`src/hw/prog_access_defs.vh`:
```
`ifndef PROG_ACCESS_DEFS_VH
`define PROG_ACCESS_DEFS_VH

// Program space and vectors
`define PC_W 15
`define PROG_AW 11
`define PROG_WORD_W 14
`define RESET_VEC 15'h0000
`define INT_VEC 15'h0004
`define PC_ONE 15'h0001

// Return stack geometry
`define STK_DEPTH 16
`define STK_PTR_W 5
`define STK_FULL 5'h10
`define STK_EMPTY 5'h00

// Pointer space decode
`define PTR_W 16
`define PTR_PROG_BIT 15
`define LIN_TAG 3'h1
`define BANKED_TAG 4'h0
`define LIN_BANK_SIZE 13'h0050
`define LIN_GPR_BASE 7'h20
`define DMEM_AW 12
`define NVM_AW 8

// Register index map on the software port
`define REG_AW 4
`define REG_PTR0_LO 4'h0
`define REG_PTR0_HI 4'h1
`define REG_PTR1_LO 4'h2
`define REG_PTR1_HI 4'h3
`define REG_PWR_STAT 4'h4
`define REG_CTRL 4'h5
`define REG_IRQ_STAT 4'h6
`define REG_IRQ_MASK 4'h7
`define REG_PC_LO 4'h8
`define REG_PC_HI 4'h9
`define REG_STK_DEPTH 4'hA

// Field positions
`define PWR_UNF_BIT 0
`define PWR_OVF_BIT 1
`define CTRL_STKRST_BIT 0
`define EV_OVF 0
`define EV_UNF 1
`define EV_PWRITE 2
`define EV_W 3

// Prefetch sequencer states
`define ST_IDLE 1'b0
`define ST_PFETCH 1'b1

`endif

```
`src/hw/prog_access.v`:
```
// The implementer's own choices: the plain strobed port and the placing of the registers.
`timescale 1ns/1ps
`include "prog_access_defs.vh"

// How it works
// Sixteen-entry 15-bit return stack, separate storage
// Full push/empty pop set status flags
// Enabled stack error causes soft reset
// Interrupt entry saves, return restores shadows
// Two 16-bit pointers from byte halves
// Pointers reach RAM, program and nonvolatile
// Program-memory indirect read adds one cycle
// Linear pointer window spans banked GPR
// Flow commands from the 49-instruction set
// 15-bit program counter, 32K word space
// Addresses above implemented memory wrap
// Reset fetches 0000h, interrupt vectors 0004h
// 2048-word program memory, last 07FFh
// Pointer high bit 7 selects program memory
// Program read returns low eight bits
// Indirect writes never alter program memory
// 12-bit data address: bank plus offset
// Stack flags survive soft reset until cleared
module prog_access (
  input wire sys_clk_i,
  input wire reset_n_i,
  // Software register port
  input wire [3:0] reg_addr_i,
  input wire [7:0] reg_wdata_i,
  input wire reg_wr_i,
  input wire reg_rd_i,
  output wire [7:0] reg_rdata_o,
  output wire irq_o,
  // Flow commands from the decoder
  input wire pc_advance_i,
  input wire jump_i,
  input wire call_i,
  input wire return_i,
  input wire irq_accept_i,
  input wire irq_return_i,
  input wire [14:0] jump_target_i,
  // Context to shadow
  input wire [7:0] work_reg_i,
  input wire [7:0] status_i,
  input wire [4:0] bank_sel_i,
  input wire [6:0] program_counter_latch_high_i,
  output wire [7:0] shadow_work_o,
  output wire [7:0] shadow_status_o,
  output wire [4:0] shadow_bank_o,
  output wire [6:0] shadow_pclatch_o,
  output wire ctx_restore_o,
  // Indirect data port requests
  input wire ind_read_i,
  input wire ind_write_i,
  input wire ind_sel_i,
  input wire ind_postinc_i,
  output wire stall_o,
  output wire [7:0] ind_rdata_o,
  output wire ind_valid_o,
  // Data memory and nonvolatile memory
  output wire [11:0] dmem_addr_o,
  output wire dmem_rd_o,
  output wire dmem_wr_o,
  output wire [7:0] nvm_addr_o,
  output wire nvm_rd_o,
  output wire nvm_wr_o,
  // Program flash
  output wire [10:0] flash_addr_o,
  input wire [13:0] flash_data_i,
  output wire [14:0] pc_o,
  output wire soft_reset_o
);

  reg [14:0] pc_r;
  reg [14:0] pc_nxt;
  reg [14:0] stack_mem [0:15];
  reg [4:0] sp_r;
  reg [4:0] sp_nxt;
  reg push;
  reg pop;
  reg [14:0] push_val;
  reg ovf_evt;
  reg unf_evt;
  reg stack_overflow_flag_r;
  reg stack_underflow_flag_r;
  reg stkrst_en_r;
  reg soft_rst_r;
  reg [15:0] ptr0_r;
  reg [15:0] ptr1_r;
  reg [15:0] sh_ptr0_r;
  reg [15:0] sh_ptr1_r;
  reg [7:0] sh_work_r;
  reg [7:0] sh_status_r;
  reg [4:0] sh_bank_r;
  reg [6:0] sh_pclatch_r;
  reg ctx_restore_r;
  reg [2:0] irq_stat_r;
  reg [2:0] irq_mask_r;
  reg [7:0] rdata_r;
  reg [7:0] rdata_nxt;
  reg state_r;
  reg [10:0] flash_addr_r;
  reg [7:0] ind_rdata_r;
  reg ind_valid_r;
  reg [11:0] dmem_addr_r;
  reg dmem_rd_r;
  reg dmem_wr_r;
  reg [7:0] nvm_addr_r;
  reg nvm_rd_r;
  reg nvm_wr_r;
  reg pwrite_evt;

  wire idle = (state_r == `ST_IDLE);
  wire [14:0] stack_top = stack_mem[sp_r[3:0] - 4'h1];
  wire stk_full = (sp_r == `STK_FULL);
  wire stk_empty = (sp_r == `STK_EMPTY);

  // Selected pointer and its target class
  wire [15:0] sel_ptr = ind_sel_i ? ptr1_r : ptr0_r;
  wire is_prog = sel_ptr[`PTR_PROG_BIT];
  wire is_lin = ~is_prog & (sel_ptr[15:13] == `LIN_TAG);
  wire is_bank = sel_ptr[15:12] == `BANKED_TAG;
  wire is_nvm = ~is_prog & ~is_lin & ~is_bank;

  // Linear window: each bank lends its 80 GPR bytes in turn
  wire [12:0] lin_q = sel_ptr[12:0] / `LIN_BANK_SIZE;
  wire [12:0] lin_r = sel_ptr[12:0] % `LIN_BANK_SIZE;
  wire [6:0] lin_off = `LIN_GPR_BASE + lin_r[6:0];
  // Upper five bits pick the bank, lower seven the location
  wire [11:0] lin_addr = {lin_q[4:0], lin_off};
  wire [11:0] bank_addr = sel_ptr[11:0];

  wire cmd_ok = idle & ~soft_rst_r;
  wire evt_ovf_set = ovf_evt;
  wire evt_unf_set = unf_evt;

  // Flow command decode; one command per cycle, highest listed first
  always @* begin
    pc_nxt = pc_r;
    push = 1'b0;
    pop = 1'b0;
    push_val = pc_r;
    if (soft_rst_r) begin
      pc_nxt = `RESET_VEC;
    end else if (cmd_ok) begin
      if (irq_accept_i) begin
        push = 1'b1;
        push_val = pc_r;
        pc_nxt = `INT_VEC;
      end else if (irq_return_i | return_i) begin
        pop = 1'b1;
        pc_nxt = stk_empty ? `RESET_VEC : stack_top;
      end else if (call_i) begin
        push = 1'b1;
        push_val = pc_r + `PC_ONE;
        pc_nxt = jump_target_i;
      end else if (jump_i) begin
        pc_nxt = jump_target_i;
      end else if (pc_advance_i) begin
        pc_nxt = pc_r + `PC_ONE;
      end
    end
  end

  // Stack depth and error detection
  always @* begin
    sp_nxt = sp_r;
    ovf_evt = 1'b0;
    unf_evt = 1'b0;
    if (soft_rst_r) begin
      sp_nxt = `STK_EMPTY;
    end else if (push) begin
      if (stk_full) begin
        ovf_evt = 1'b1;
      end else begin
        sp_nxt = sp_r + 5'h01;
      end
    end else if (pop) begin
      if (stk_empty) begin
        unf_evt = 1'b1;
      end else begin
        sp_nxt = sp_r - 5'h01;
      end
    end
  end

  // Program counter, stack pointer and soft reset
  always @(posedge sys_clk_i) begin
    if (!reset_n_i) begin
      pc_r <= `RESET_VEC;
      sp_r <= `STK_EMPTY;
      soft_rst_r <= 1'b0;
    end else begin
      pc_r <= pc_nxt;
      sp_r <= sp_nxt;
      // Only the core state restarts; flags stay for diagnosis
      soft_rst_r <= (ovf_evt | unf_evt) & stkrst_en_r;
    end
  end

  // Stack array holds no reset; a full stack refuses the write
  always @(posedge sys_clk_i) begin
    if (push && !stk_full) begin
      stack_mem[sp_r[3:0]] <= push_val;
    end
  end

  // Shadow capture on entry, restore pulse on return
  always @(posedge sys_clk_i) begin
    if (!reset_n_i) begin
      sh_work_r <= 8'h00;
      sh_status_r <= 8'h00;
      sh_bank_r <= 5'h00;
      sh_pclatch_r <= 7'h00;
      sh_ptr0_r <= 16'h0000;
      sh_ptr1_r <= 16'h0000;
      ctx_restore_r <= 1'b0;
    end else begin
      ctx_restore_r <= cmd_ok & ~irq_accept_i & irq_return_i;
      if (cmd_ok && irq_accept_i) begin
        sh_work_r <= work_reg_i;
        sh_status_r <= status_i;
        sh_bank_r <= bank_sel_i;
        sh_pclatch_r <= program_counter_latch_high_i;
        sh_ptr0_r <= ptr0_r;
        sh_ptr1_r <= ptr1_r;
      end
    end
  end

  // Pointers: bus write beats restore, restore beats post-increment
  always @(posedge sys_clk_i) begin
    if (!reset_n_i || soft_rst_r) begin
      ptr0_r <= 16'h0000;
      ptr1_r <= 16'h0000;
    end else if (reg_wr_i) begin
      case (reg_addr_i)
        `REG_PTR0_LO: ptr0_r[7:0] <= reg_wdata_i;
        `REG_PTR0_HI: ptr0_r[15:8] <= reg_wdata_i;
        `REG_PTR1_LO: ptr1_r[7:0] <= reg_wdata_i;
        `REG_PTR1_HI: ptr1_r[15:8] <= reg_wdata_i;
        default: ptr0_r <= ptr0_r;
      endcase
    end else if (cmd_ok && !irq_accept_i && irq_return_i) begin
      ptr0_r <= sh_ptr0_r;
      ptr1_r <= sh_ptr1_r;
    end else if (cmd_ok && ind_postinc_i && (ind_read_i || ind_write_i)) begin
      if (ind_sel_i) begin
        ptr1_r <= ptr1_r + 16'h0001;
      end else begin
        ptr0_r <= ptr0_r + 16'h0001;
      end
    end
  end

  // Indirect access steering and program-memory prefetch
  always @(posedge sys_clk_i) begin
    if (!reset_n_i || soft_rst_r) begin
      state_r <= `ST_IDLE;
      flash_addr_r <= 11'h000;
      ind_rdata_r <= 8'h00;
      ind_valid_r <= 1'b0;
      dmem_addr_r <= 12'h000;
      dmem_rd_r <= 1'b0;
      dmem_wr_r <= 1'b0;
      nvm_addr_r <= 8'h00;
      nvm_rd_r <= 1'b0;
      nvm_wr_r <= 1'b0;
      pwrite_evt <= 1'b0;
    end else begin
      ind_valid_r <= 1'b0;
      dmem_rd_r <= 1'b0;
      dmem_wr_r <= 1'b0;
      nvm_rd_r <= 1'b0;
      nvm_wr_r <= 1'b0;
      pwrite_evt <= 1'b0;
      // Fetch address keeps only the implemented bits
      flash_addr_r <= pc_nxt[10:0];
      case (state_r)
        `ST_IDLE: begin
          if (cmd_ok && ind_read_i && is_prog) begin
            flash_addr_r <= sel_ptr[10:0];
            state_r <= `ST_PFETCH;
          end else if (cmd_ok && ind_write_i && is_prog) begin
            pwrite_evt <= 1'b1;
          end else if (cmd_ok && (ind_read_i || ind_write_i)) begin
            if (is_nvm) begin
              nvm_addr_r <= sel_ptr[7:0];
              nvm_rd_r <= ind_read_i;
              nvm_wr_r <= ind_write_i;
            end else begin
              dmem_addr_r <= is_lin ? lin_addr : bank_addr;
              dmem_rd_r <= ind_read_i;
              dmem_wr_r <= ind_write_i;
            end
          end
        end
        `ST_PFETCH: begin
          // Extra cycle lets the array answer the data address
          ind_rdata_r <= flash_data_i[7:0];
          ind_valid_r <= 1'b1;
          state_r <= `ST_IDLE;
        end
        default: state_r <= `ST_IDLE;
      endcase
    end
  end

  // Control, stack flags and interrupt registers; set beats clear
  always @(posedge sys_clk_i) begin
    if (!reset_n_i) begin
      stack_overflow_flag_r <= 1'b0;
      stack_underflow_flag_r <= 1'b0;
      stkrst_en_r <= 1'b0;
      irq_stat_r <= 3'h0;
      irq_mask_r <= 3'h0;
    end else begin
      // Soft reset does not touch these, so the cause stays visible
      if (evt_ovf_set) begin
        stack_overflow_flag_r <= 1'b1;
      end else if (reg_wr_i && reg_addr_i == `REG_PWR_STAT && reg_wdata_i[`PWR_OVF_BIT]) begin
        stack_overflow_flag_r <= 1'b0;
      end
      if (evt_unf_set) begin
        stack_underflow_flag_r <= 1'b1;
      end else if (reg_wr_i && reg_addr_i == `REG_PWR_STAT && reg_wdata_i[`PWR_UNF_BIT]) begin
        stack_underflow_flag_r <= 1'b0;
      end
      if (reg_wr_i && reg_addr_i == `REG_CTRL) begin
        stkrst_en_r <= reg_wdata_i[`CTRL_STKRST_BIT];
      end
      if (reg_wr_i && reg_addr_i == `REG_IRQ_MASK) begin
        irq_mask_r <= reg_wdata_i[2:0];
      end
      if (reg_wr_i && reg_addr_i == `REG_IRQ_STAT) begin
        irq_stat_r <= (irq_stat_r & ~reg_wdata_i[2:0]) | {pwrite_evt, unf_evt, ovf_evt};
      end else begin
        irq_stat_r <= irq_stat_r | {pwrite_evt, unf_evt, ovf_evt};
      end
    end
  end

  // Read mux; unmapped indices read zero
  always @* begin
    rdata_nxt = 8'h00;
    case (reg_addr_i)
      `REG_PTR0_LO: rdata_nxt = ptr0_r[7:0];
      `REG_PTR0_HI: rdata_nxt = ptr0_r[15:8];
      `REG_PTR1_LO: rdata_nxt = ptr1_r[7:0];
      `REG_PTR1_HI: rdata_nxt = ptr1_r[15:8];
      `REG_PWR_STAT: rdata_nxt = {6'h00, stack_overflow_flag_r, stack_underflow_flag_r};
      `REG_CTRL: rdata_nxt = {7'h00, stkrst_en_r};
      `REG_IRQ_STAT: rdata_nxt = {5'h00, irq_stat_r};
      `REG_IRQ_MASK: rdata_nxt = {5'h00, irq_mask_r};
      `REG_PC_LO: rdata_nxt = pc_r[7:0];
      `REG_PC_HI: rdata_nxt = {1'b0, pc_r[14:8]};
      `REG_STK_DEPTH: rdata_nxt = {3'h0, sp_r};
      default: rdata_nxt = 8'h00;
    endcase
  end

  // Read data stands only in the cycle after the strobe
  always @(posedge sys_clk_i) begin
    if (!reset_n_i) begin
      rdata_r <= 8'h00;
    end else begin
      rdata_r <= reg_rd_i ? rdata_nxt : 8'h00;
    end
  end

  assign reg_rdata_o = rdata_r;
  assign irq_o = |(irq_stat_r & irq_mask_r);
  assign shadow_work_o = sh_work_r;
  assign shadow_status_o = sh_status_r;
  assign shadow_bank_o = sh_bank_r;
  assign shadow_pclatch_o = sh_pclatch_r;
  assign ctx_restore_o = ctx_restore_r;
  assign stall_o = ~idle;
  assign ind_rdata_o = ind_rdata_r;
  assign ind_valid_o = ind_valid_r;
  assign dmem_addr_o = dmem_addr_r;
  assign dmem_rd_o = dmem_rd_r;
  assign dmem_wr_o = dmem_wr_r;
  assign nvm_addr_o = nvm_addr_r;
  assign nvm_rd_o = nvm_rd_r;
  assign nvm_wr_o = nvm_wr_r;
  assign flash_addr_o = flash_addr_r;
  assign pc_o = pc_r;
  assign soft_reset_o = soft_rst_r;

endmodule

```
`config.mk`:
```
export PLATFORM = sky130hd
export DESIGN_NAME = prog_access
export DESIGN_NICKNAME = d
export VERILOG_FILES = /design/src/hw/prog_access.v
export VERILOG_INCLUDE_DIRS = /design/src /design/src/hw
export SDC_FILE = /design/constraint.sdc
export NUM_CORES = 1
export LEC_CHECK = 0
export BUFFER_PORTS_ARGS = -buffer_cell sky130_fd_sc_hd__buf_2
export CORE_ASPECT_RATIO = 1.4
export CORE_MARGIN = 4
export CORE_UTILIZATION = 55
export DETAILED_ROUTE_END_ITERATION = 10
export GPL_ROUTABILITY_DRIVEN = 0
export PLACE_DENSITY_LB_ADDON = 0.1
export SLEW_MARGIN = 20
export SYNTH_ARGS = -nofsm -noshare
export SYNTH_HDL_FRONTEND = slang
export SYNTH_SLANG_ARGS = --single-unit
```
`constraint.sdc`:
```
create_clock -name sys_clk_i -period 5.9 [get_ports sys_clk_i]
set_clock_uncertainty 0.05 [all_clocks]
set_input_delay 1.475 -clock sys_clk_i [delete_from_list [all_inputs] [get_ports sys_clk_i]]
set_output_delay 1.475 -clock sys_clk_i [all_outputs]
set_load 0.02 [all_outputs]
```
# Yosys cells after proc, flatten, opt, wreduce, memory -nomap -nowiden
# Memories as Yosys holds them, arrays and structs flattened.
# Index checks and enable logic that the tools add are counted.
# word_totals
inputBits	83
mem_bits_rw	240
n_memories	1
out_inout_bits	99
regBits	177
# classes
bitwise	25
eq_ne	19
addsub	7
n_div	2
reduce_logical	45
mux	61
# memory_table
memory	depth	width	rd	rd_clocked_by_memory_dff	wr	line	source
stack_mem	16	15	1	0	1	prog_access.v:76	reg [14:0] stack_mem [0:15];
# ops
operator	count
15-bit 2-to-1 mux	11
16-bit 2-to-1 mux	9
8-bit one-hot mux with 11 select lines	1
11-bit 2-to-1 mux	4
16-bit by 1-bit adder with 16-bit output, second input constant	2
8-bit 2-to-1 mux	4
1-bit 2-to-1 mux	25
5-bit 2-to-1 mux	4
1-bit logical AND	17
4-bit by 3-bit == test with 1-bit output, second input constant	4
15-bit by 1-bit adder with 15-bit output, second input constant	1
3-bit AND reduction	5
13-bit by 7-bit divider with 13-bit output, second input constant	1
13-bit by 7-bit remainder unit with 13-bit output, second input constant	1
4-bit == test, second input constant	3
12-bit 2-to-1 mux	1
6-bit OR reduction	2
1-bit inverter	11
5-bit AND reduction	2
4-bit by 2-bit == test with 1-bit output, second input constant	2
4-bit logical NOT	2
2-bit by 1-bit inequality test with 1-bit output, second input constant	4
6-bit by 7-bit adder with 7-bit output, first input constant	1
1-bit AND	7
23 further kinds	35

# Longest topological paths before layout
# Gate-level depths: netlist of run 1.
# logic_depth
ltp_word	10
mapped_depth	15

# Worst setup path after synthesis of run 1
# No wires, ideal clock.
# synth_timing
kind	input-to-reg
startpoint	input ind_sel_i
endpoint	register dmem_addr_r[5] (netlist: dmem_addr_o[5])
cell_stages	14
setup_slack_ns	1.808
t_required_ns	5.757
t_arrival_ns	3.949
setup_ns	0.093
cell_sequence	buf_6 -> mux2_4 -> buf_6 -> a2111oi_4 -> a31oi_2 -> o211a_2 -> buf_4 -> nor3_1 -> mux2i_1 -> nand4_1 -> o311ai_2 -> a211o_1 -> o21a_1 -> o311ai_2
# synth_between
elab_chain_len	8
word_cells_on_any_way	18
classes_between	add/sub (1); div (1); eq/ne (1); mux (2); bitwise (9); reduce/logical (4)
# synth_lines
item	line	source
start, declared	prog_access.v:55	input wire ind_sel_i,
16-bit 2-to-1 mux *	prog_access.v:119	wire [15:0] sel_ptr = ind_sel_i ? ptr1_r : ptr0_r;
parallel branches: the longest is 7 deep, another holds 13-bit by 7-bit remainder unit with 13-bit output	n/a	
end signal, assigned	prog_access.v:292	dmem_addr_r <= is_lin ? lin_addr : bank_addr;
end, declared	prog_access.v:105	reg [11:0] dmem_addr_r;
# Every way passes the cells marked *.
# A chain may end at the register's enable or synchronous reset.

# Worst setup path after layout of run 1
# Same ends and word-level chain as after synthesis.

==> flow_metrics.env, run 1 <==
export IMPL_status="finished clean"
export IMPL_finalSetupViolations=0
export IMPL_synth_lib_cells_used_distinct=77
export IMPL_slew_headroom_pct=24.1
export IMPL_final_nets=1905
export IMPL_path_max_fanout=15
export IMPL_wl_per_cell_microns=22.9
export IMPL_synth_top_area_share_pct=37.2
export IMPL_detail_route_iter0_violations=1358
export IMPL_synth_edff_count=240
export IMPL_clk_transition_reported_paths_ns=0.06
export IMPL_synthTopCellsByArea="sky130_fd_sc_hd__edfxtp_1, sky130_fd_sc_hd__dfxtp_1, sky130_fd_sc_hd__mux4_2"
export IMPL_cts_made_buffers=41
export IMPL_critical_path_top_cell_by_count="sky130_fd_sc_hd__o311ai_2"
export IMPL_fmaxAchievable_mhz=226
export IMPL_cap_violations=0
export IMPL_vias_per_cell=6.21
export IMPL_ff_latch_area_sq_um=10800
export IMPL_io_pins=182
export IMPL_postRouteAntennaNets=0
export IMPL_ys_dominant_reg_cell="sky130_fd_sc_hd__edfxtp_1"
export IMPL_final_area_sq_um=21900
export IMPL_route_detailed_drc=0
export IMPL_grt_first_pass_wirelength_microns=81500
export IMPL_grt_pass1_vias=14000
export IMPL_timing_critical_path_max_delay_family="compound AO/OA/AOI/OAI gates"
export IMPL_clk_insertion_delay_late_ns=0.54
export IMPL_critical_path_max_stage_delay_ns=0.53
export IMPL_initial_core_util_pct=55.6
export IMPL_core_area_sq_um=34900
export IMPL_port_buffer_count=175
export IMPL_worst_hold_path_type="reg2reg"
export IMPL_endpoint_kind="flop"
export IMPL_hpwl_microns=34600
export IMPL_setup_repair_after_global_routing_missed_its_margin="false"
export IMPL_post_route_setup_tns_ns=0
export IMPL_worstPathBufferInverterCount=2
export IMPL_critical_path_required_ns=6.31
export IMPL_synthesis_nets=1802
export IMPL_clock_sinks=417
export IMPL_worstHoldStart="dmem_addr_o[10]"
export IMPL_die_area_sq_um=38300
export IMPL_cp_start_kind="input port"
export IMPL_power_density_nw_per_um2=437
export IMPL_groute_usage_overall_pct=27.1
export IMPL_layout_area_overhead_pct=12.9
export IMPL_static_leakage_nw=7.83
export IMPL_fin_crit_ns=4.42
export IMPL_yosysWarnings=0
export IMPL_final_hold_viol_count=0
export IMPL_worst_hold_slack_ns=0.410
export IMPL_register_area_share_after_synthesis_pct=55.5
export IMPL_yosys_area_top_type="sky130_fd_sc_hd__edfxtp_1"
export IMPL_origin_of_the_critical_flop_to_flop_path="sp_r[0]"
export IMPL_routed_wl_microns=52700
export IMPL_tritoncts_clock_tree="yes"
export IMPL_slew_viol_final=0
export IMPL_maximum_number_of_pins_on_one_net_before_global_route_repair=79
export IMPL_ys_ff_latch=417
export IMPL_detailroute_via_count=14300
export IMPL_h_tree_depth=2
export IMPL_fillerInstances=2824
export IMPL_gr_total_overflow=0
export IMPL_grt_antenna_before_repair=1
export IMPL_post_cts_repair_setup_buffers=0
export IMPL_r2r_setup_slack_ns=2.22
export IMPL_first_pass_iters=5
export IMPL_worst_pin_slew_ns=1.14
export IMPL_rows=81
export IMPL_post_cts_resized_instances=0
export IMPL_async_reset_ff_share_pct=0
export IMPL_timing_worst_setup_path_type="in2reg"
export IMPL_vdd_drop_max_uv=427
export IMPL_syn_avg_cell_area_sq_um=11.3
export IMPL_final_period_utilization_pct=74.9
export IMPL_dieWidth_microns=167
export IMPL_final_core_utilization_pct=62.7
export IMPL_drive_above_1_share_pct=21.8
export IMPL_critical_path_cell_sequence="buf_2 -> mux2i_2 -> buf_4 -> nor2_1 -> a32oi_1 -> o221a_1 -> a21oi_1 -> nor3_1 -> o32a_2 -> o311ai_2 -> a211o_1 -> o21a_1 -> o311ai_2"
export IMPL_syn_instance_count=1708
export IMPL_crit_slowest_cell="sky130_fd_sc_hd__mux2i_2"
export IMPL_placement_cell_area_sq_um=20500
export IMPL_cts_root_buf="sky130_fd_sc_hd__clkbuf_16"
export IMPL_worstSetupStartpoint="ind_sel_i"
export IMPL_die_height_microns=230
export IMPL_cts_buffer_depth=3
export IMPL_hold_buffers=0
export IMPL_total_power_mw=9.56
export IMPL_cp_data_arrival_time_ns=4.82
export IMPL_multi_input_comb_area_sq_um=8160
export IMPL_syn_cell_area_sq_um=19400
## logic make-up after synthesis
| logic type | Yosys count | share of synthesized area, % |
|---|---|---|
| multiplexers | 139 | 11.6 |
| buffers and inverters | 149 | 3.13 |
| AND/OR/NAND/NOR | 519 | 12.2 |
| adder cells (fa/ha/maj) | 11 | 0.749 |
| flip-flops | 417 | 55.5 |
| AO/OA/AOI/OAI | 416 | 14.2 |
| XOR/XNOR | 57 | 2.58 |
## per-layer routing
metal  global-route usage [%]  wire [microns]
met2                     46.9           26700
met1                     33.5           20300
met3                     4.18            2950
met5                        0               0
met4                     12.6            2720
## flip-flops by register name, indices dropped and copies added, names as in the netlist, 11 cells and up
name          cells
stack_mem       240
dmem_addr_o      12
flash_addr_o     11
pc_o             15
sh_ptr1_r        16
ptr1_r           16
ptr0_r           16
sh_ptr0_r        16
## layout make-up
class | count | area share (%)
flip-flops and latches | 417 | 49.2
multi-input cells | 1142 | 37.3
clock buffers | 60 | 5.39
repair buffers | 200 | 4.90
well taps | 456 | 2.61
clock inverters | 14 | 0.458
inverters | 9 | 0.154
diodes | 1 | 0.0114
## placed cells by master, fill, tap and decap left out, drive strengths merged, types with 10 or more instances in the layout
cell type / Yosys / routed
inv: 9 / 11
o22ai: 14 / 14
nor2b: 17 / 17
and2: 24 / 24
and3: 19 / 19
buf: 23 / 200
o21ai: 78 / 78
xor2: 29 / 29
clkinv: 0 / 10
nor3: 25 / 25
xnor2: 28 / 28
nor2: 135 / 135
edfxtp: 240 / 240
mux4: 62 / 62
nand3: 39 / 39
a211oi: 59 / 59
nand2: 214 / 214
mux2: 25 / 25
nand4: 12 / 12
dfxtp: 177 / 177
a22oi: 20 / 20
a21boi: 65 / 65
clkbuf: 117 / 60
a21oi: 107 / 107
a31oi: 16 / 16
mux2i: 52 / 52
ha: 10 / 10
## worst min-delay path: stages (launching register included)
cell                      delay (ns)
sky130_fd_sc_hd__dfxtp_1        0.31
sky130_fd_sc_hd__nand2_1        0.05
sky130_fd_sc_hd__a21oi_1        0.05
## synth_stat cells, types with 6 or more instances
cell                       number
sky130_fd_sc_hd__or3_1          9
sky130_fd_sc_hd__nor3_1        23
sky130_fd_sc_hd__mux2i_1       47
sky130_fd_sc_hd__dfxtp_1      177
sky130_fd_sc_hd__nand3_1       39
sky130_fd_sc_hd__o21ai_1        6
sky130_fd_sc_hd__nand2b_1       6
sky130_fd_sc_hd__a211oi_1      57
sky130_fd_sc_hd__buf_2          6
sky130_fd_sc_hd__mux2_2        22
sky130_fd_sc_hd__inv_1          9
sky130_fd_sc_hd__nand4_1       12
sky130_fd_sc_hd__a31oi_1       15
sky130_fd_sc_hd__mux4_2        62
sky130_fd_sc_hd__a22oi_1       20
sky130_fd_sc_hd__a21boi_0      64
sky130_fd_sc_hd__edfxtp_1     240
sky130_fd_sc_hd__nor2_1       134
sky130_fd_sc_hd__a21oi_1      106
sky130_fd_sc_hd__clkbuf_1     116
sky130_fd_sc_hd__nand2_1      214
sky130_fd_sc_hd__a32oi_1        6
sky130_fd_sc_hd__buf_1         11
sky130_fd_sc_hd__o22ai_1       14
sky130_fd_sc_hd__ha_1          10
sky130_fd_sc_hd__xnor2_1       28
sky130_fd_sc_hd__nor2b_1       17
sky130_fd_sc_hd__xor2_1        29
sky130_fd_sc_hd__and3_1        18
sky130_fd_sc_hd__o21ai_0       72
sky130_fd_sc_hd__o211ai_1       8
sky130_fd_sc_hd__and2_1        24
## through the flow
stage | setup WS [ns] | cells
after floorplan | 1.81 | 1708
final | 1.48 | 2299
after CTS | 1.55 | 2297
after detailed placement | 0.985 | 2223
after global routing | 1.26 | 2298
after global placement | 1.06 | 2223
## power breakdown
| group | leakage (nW) | switching [mW] | internal, mW |
|---|---|---|---|
| Combinational | 3.53 | 1.88 | 1.27 |
| Sequential | 3.67 | 0.324 | 3.57 |
| Clock | 0.632 | 1.08 | 1.43 |
| Total | 7.83 | 3.28 | 6.27 |
## final timing paths
check,endpoint,depth (start not counted)
min,dmem_addr_o[10],2
max,dmem_addr_o[5],13
min reg2reg,dmem_addr_o[10],2
max reg2reg,flash_addr_o[5],9
Power figures use the tool's default switching activity.
==> run 2: changes to the inputs <==
- CORE_UTILIZATION: 55 -> 54
- clock period: 5.9 -> 3.9 ns (I/O delays scaled with it)
==> flow_metrics.env, run 2 (synthesis results as in run 1) <==
export IMPL_status="finished clean"
export IMPL_rows=81
export IMPL_tritoncts_clock_tree="yes"
export IMPL_final_nets=1979
export IMPL_clock_sinks=417
export IMPL_clk_insertion_delay_late_ns=0.57
export IMPL_endpoint_kind="flop"
export IMPL_worst_hold_slack_ns=0.403
export IMPL_routed_wl_microns=53600
export IMPL_worst_hold_path_type="reg2reg"
export IMPL_slew_headroom_pct=43.5
export IMPL_largest_register_ffs=240
export IMPL_final_hold_viol_count=0
export IMPL_vias_per_cell=6.10
export IMPL_slew_viol_final=0
export IMPL_cp_data_arrival_time_ns=3.82
export IMPL_die_area_sq_um=39000
export IMPL_post_cts_resized_instances=0
export IMPL_cp_start_kind="input port"
export IMPL_layout_area_overhead_pct=16.9
export IMPL_cts_root_buf="sky130_fd_sc_hd__clkbuf_16"
export IMPL_grt_antenna_before_repair=2
export IMPL_route_detailed_drc=0
export IMPL_postRouteAntennaNets=0
export IMPL_gr_total_overflow=0
export IMPL_cts_buffer_depth=3
export IMPL_layout_cells_most_common="sky130_fd_sc_hd__edfxtp_1"
export IMPL_grt_pass1_vias=14000
export IMPL_final_cell_mix="sky130_fd_sc_hd__edfxtp_1, sky130_fd_sc_hd__nand2_1, sky130_fd_sc_hd__dfxtp_1"
export IMPL_fmaxAchievable_mhz=289
export IMPL_initial_core_util_pct=55.1
export IMPL_cap_violations=0
export IMPL_maximum_number_of_pins_on_one_net_before_global_route_repair=70
export IMPL_cts_made_buffers=41
export IMPL_total_power_mw=15.1
export IMPL_grt_first_pass_wirelength_microns=81900
export IMPL_groute_usage_overall_pct=26.9
export IMPL_first_pass_iters=8
export IMPL_wl_per_cell_microns=22.6
export IMPL_port_buffer_count=175
export IMPL_hold_buffers=0
export IMPL_multi_input_comb_area_sq_um=8090
export IMPL_fillerInstances=2745
export IMPL_clk_transition_reported_paths_ns=0.06
export IMPL_h_tree_depth=2
export IMPL_power_density_nw_per_um2=668
export IMPL_dieWidth_microns=168
export IMPL_worst_pin_slew_ns=0.840
export IMPL_fin_crit_ns=3.46
export IMPL_io_pins=182
export IMPL_hpwl_microns=36700
export IMPL_detail_route_iter0_violations=1264
export IMPL_detailroute_via_count=14500
export IMPL_timing_worst_setup_path_type="in2reg"
export IMPL_static_leakage_nw=8.25
export IMPL_core_area_sq_um=35200
export IMPL_finalSetupViolations=0
export IMPL_final_period_utilization_pct=88.6
export IMPL_ff_latch_area_sq_um=10800
export IMPL_post_cts_repair_setup_buffers=0
export IMPL_die_height_microns=232
export IMPL_path_max_fanout=13
export IMPL_vdd_drop_max_uv=473
export IMPL_critical_path_required_ns=4.26
export IMPL_setup_repair_after_global_routing_missed_its_margin="false"
export IMPL_drive_above_1_share_pct=24.4
[run 2: cell count changes in the layout (fill, tap and decap cells not counted), moves of 4 or more]
cell / previous run / this run
sky130_fd_sc_hd__buf_4: 24 / 91
sky130_fd_sc_hd__clkinv_2: 8 / 4
sky130_fd_sc_hd__clkinv_1: 2 / 6
sky130_fd_sc_hd__xnor2_2: 12 / 5
sky130_fd_sc_hd__xnor2_1: 16 / 23
sky130_fd_sc_hd__buf_12: 0 / 8
sky130_fd_sc_hd__bufinv_16: 1 / 8
sky130_fd_sc_hd__clkbuf_1: 13 / 3
[run 2: path summary, 6_finish.rpt]
kind | start | cells after the start | slack [ns] | endpoint
worst max-delay path | ind_sel_i | 13 | 0.44 | dmem_addr_o[6]
worst min-delay path | dmem_addr_o[4] | 2 | 0.40 | dmem_addr_o[4]
worst max register to register | sp_r[0] | 9 | 0.66 | flash_addr_o[7]
worst min register to register | dmem_addr_o[4] | 2 | 0.40 | dmem_addr_o[4]
[run 2: critical path: stages]
cell                       delay, ns
sky130_fd_sc_hd__buf_2          0.10
sky130_fd_sc_hd__buf_12         0.16
sky130_fd_sc_hd__mux2_4         0.35
sky130_fd_sc_hd__nor4_2         0.41
sky130_fd_sc_hd__nor2_1         0.17
sky130_fd_sc_hd__o2111a_1       0.19
sky130_fd_sc_hd__nor2_1         0.32
sky130_fd_sc_hd__nor2_1         0.09
sky130_fd_sc_hd__o32a_2         0.42
sky130_fd_sc_hd__nand2b_1       0.17
sky130_fd_sc_hd__a21boi_1       0.15
sky130_fd_sc_hd__o221ai_1       0.19
sky130_fd_sc_hd__a31oi_1        0.10
[run 2: layout make-up]
type	instances	share of cell area [%]
clock inverter	25	1.68
sequential	417	47.5
inverter	9	0.149
clock buffer	48	4.82
multi-input combinational	1142	35.7
timing repair buffer	274	7.59
tap	456	2.52
antenna	1	0.0111
[run 2: metrics by stage]
stage / setup TNS (ns) / utilization (%) / cells / setup slack [ns] / instance area, sq um
6_report: 0 / 64.4 / 2372 / 0.444 / 22600
5_1_grt: 0 / 64.4 / 2372 / 0.302 / 22600
4_1_cts: 0 / 64.3 / 2371 / 0.503 / 22600
3_5_place_dp: -0.134 / 60.1 / 2298 / -0.0659 / 21100
3_3_place_gp: -0.0657 / 60.1 / 2298 / -0.0508 / 21100
2_1_floorplan: 0 / - / 1708 / 0.112 / 19400
[run 2: power breakdown]
part	internal (mW)	leakage, nW	switching, mW	total [mW]
sequential	5.39	3.67	0.422	5.81
combinational	2.11	3.87	2.93	5.04
clock	2.56	0.708	1.72	4.28
[run 2: layer usage]
| layer | vias to the layer above | track usage, % | routed length [microns] |
|---|---|---|---|
| met5 | - | 0 | 13 |
| met4 | 2 | 13.4 | 2920 |
| met3 | 144 | 3.87 | 3180 |
| met2 | 600 | 46.7 | 27000 |
| met1 | 7040 | 32.9 | 20500 |
| li1 | 6688 | - | - |
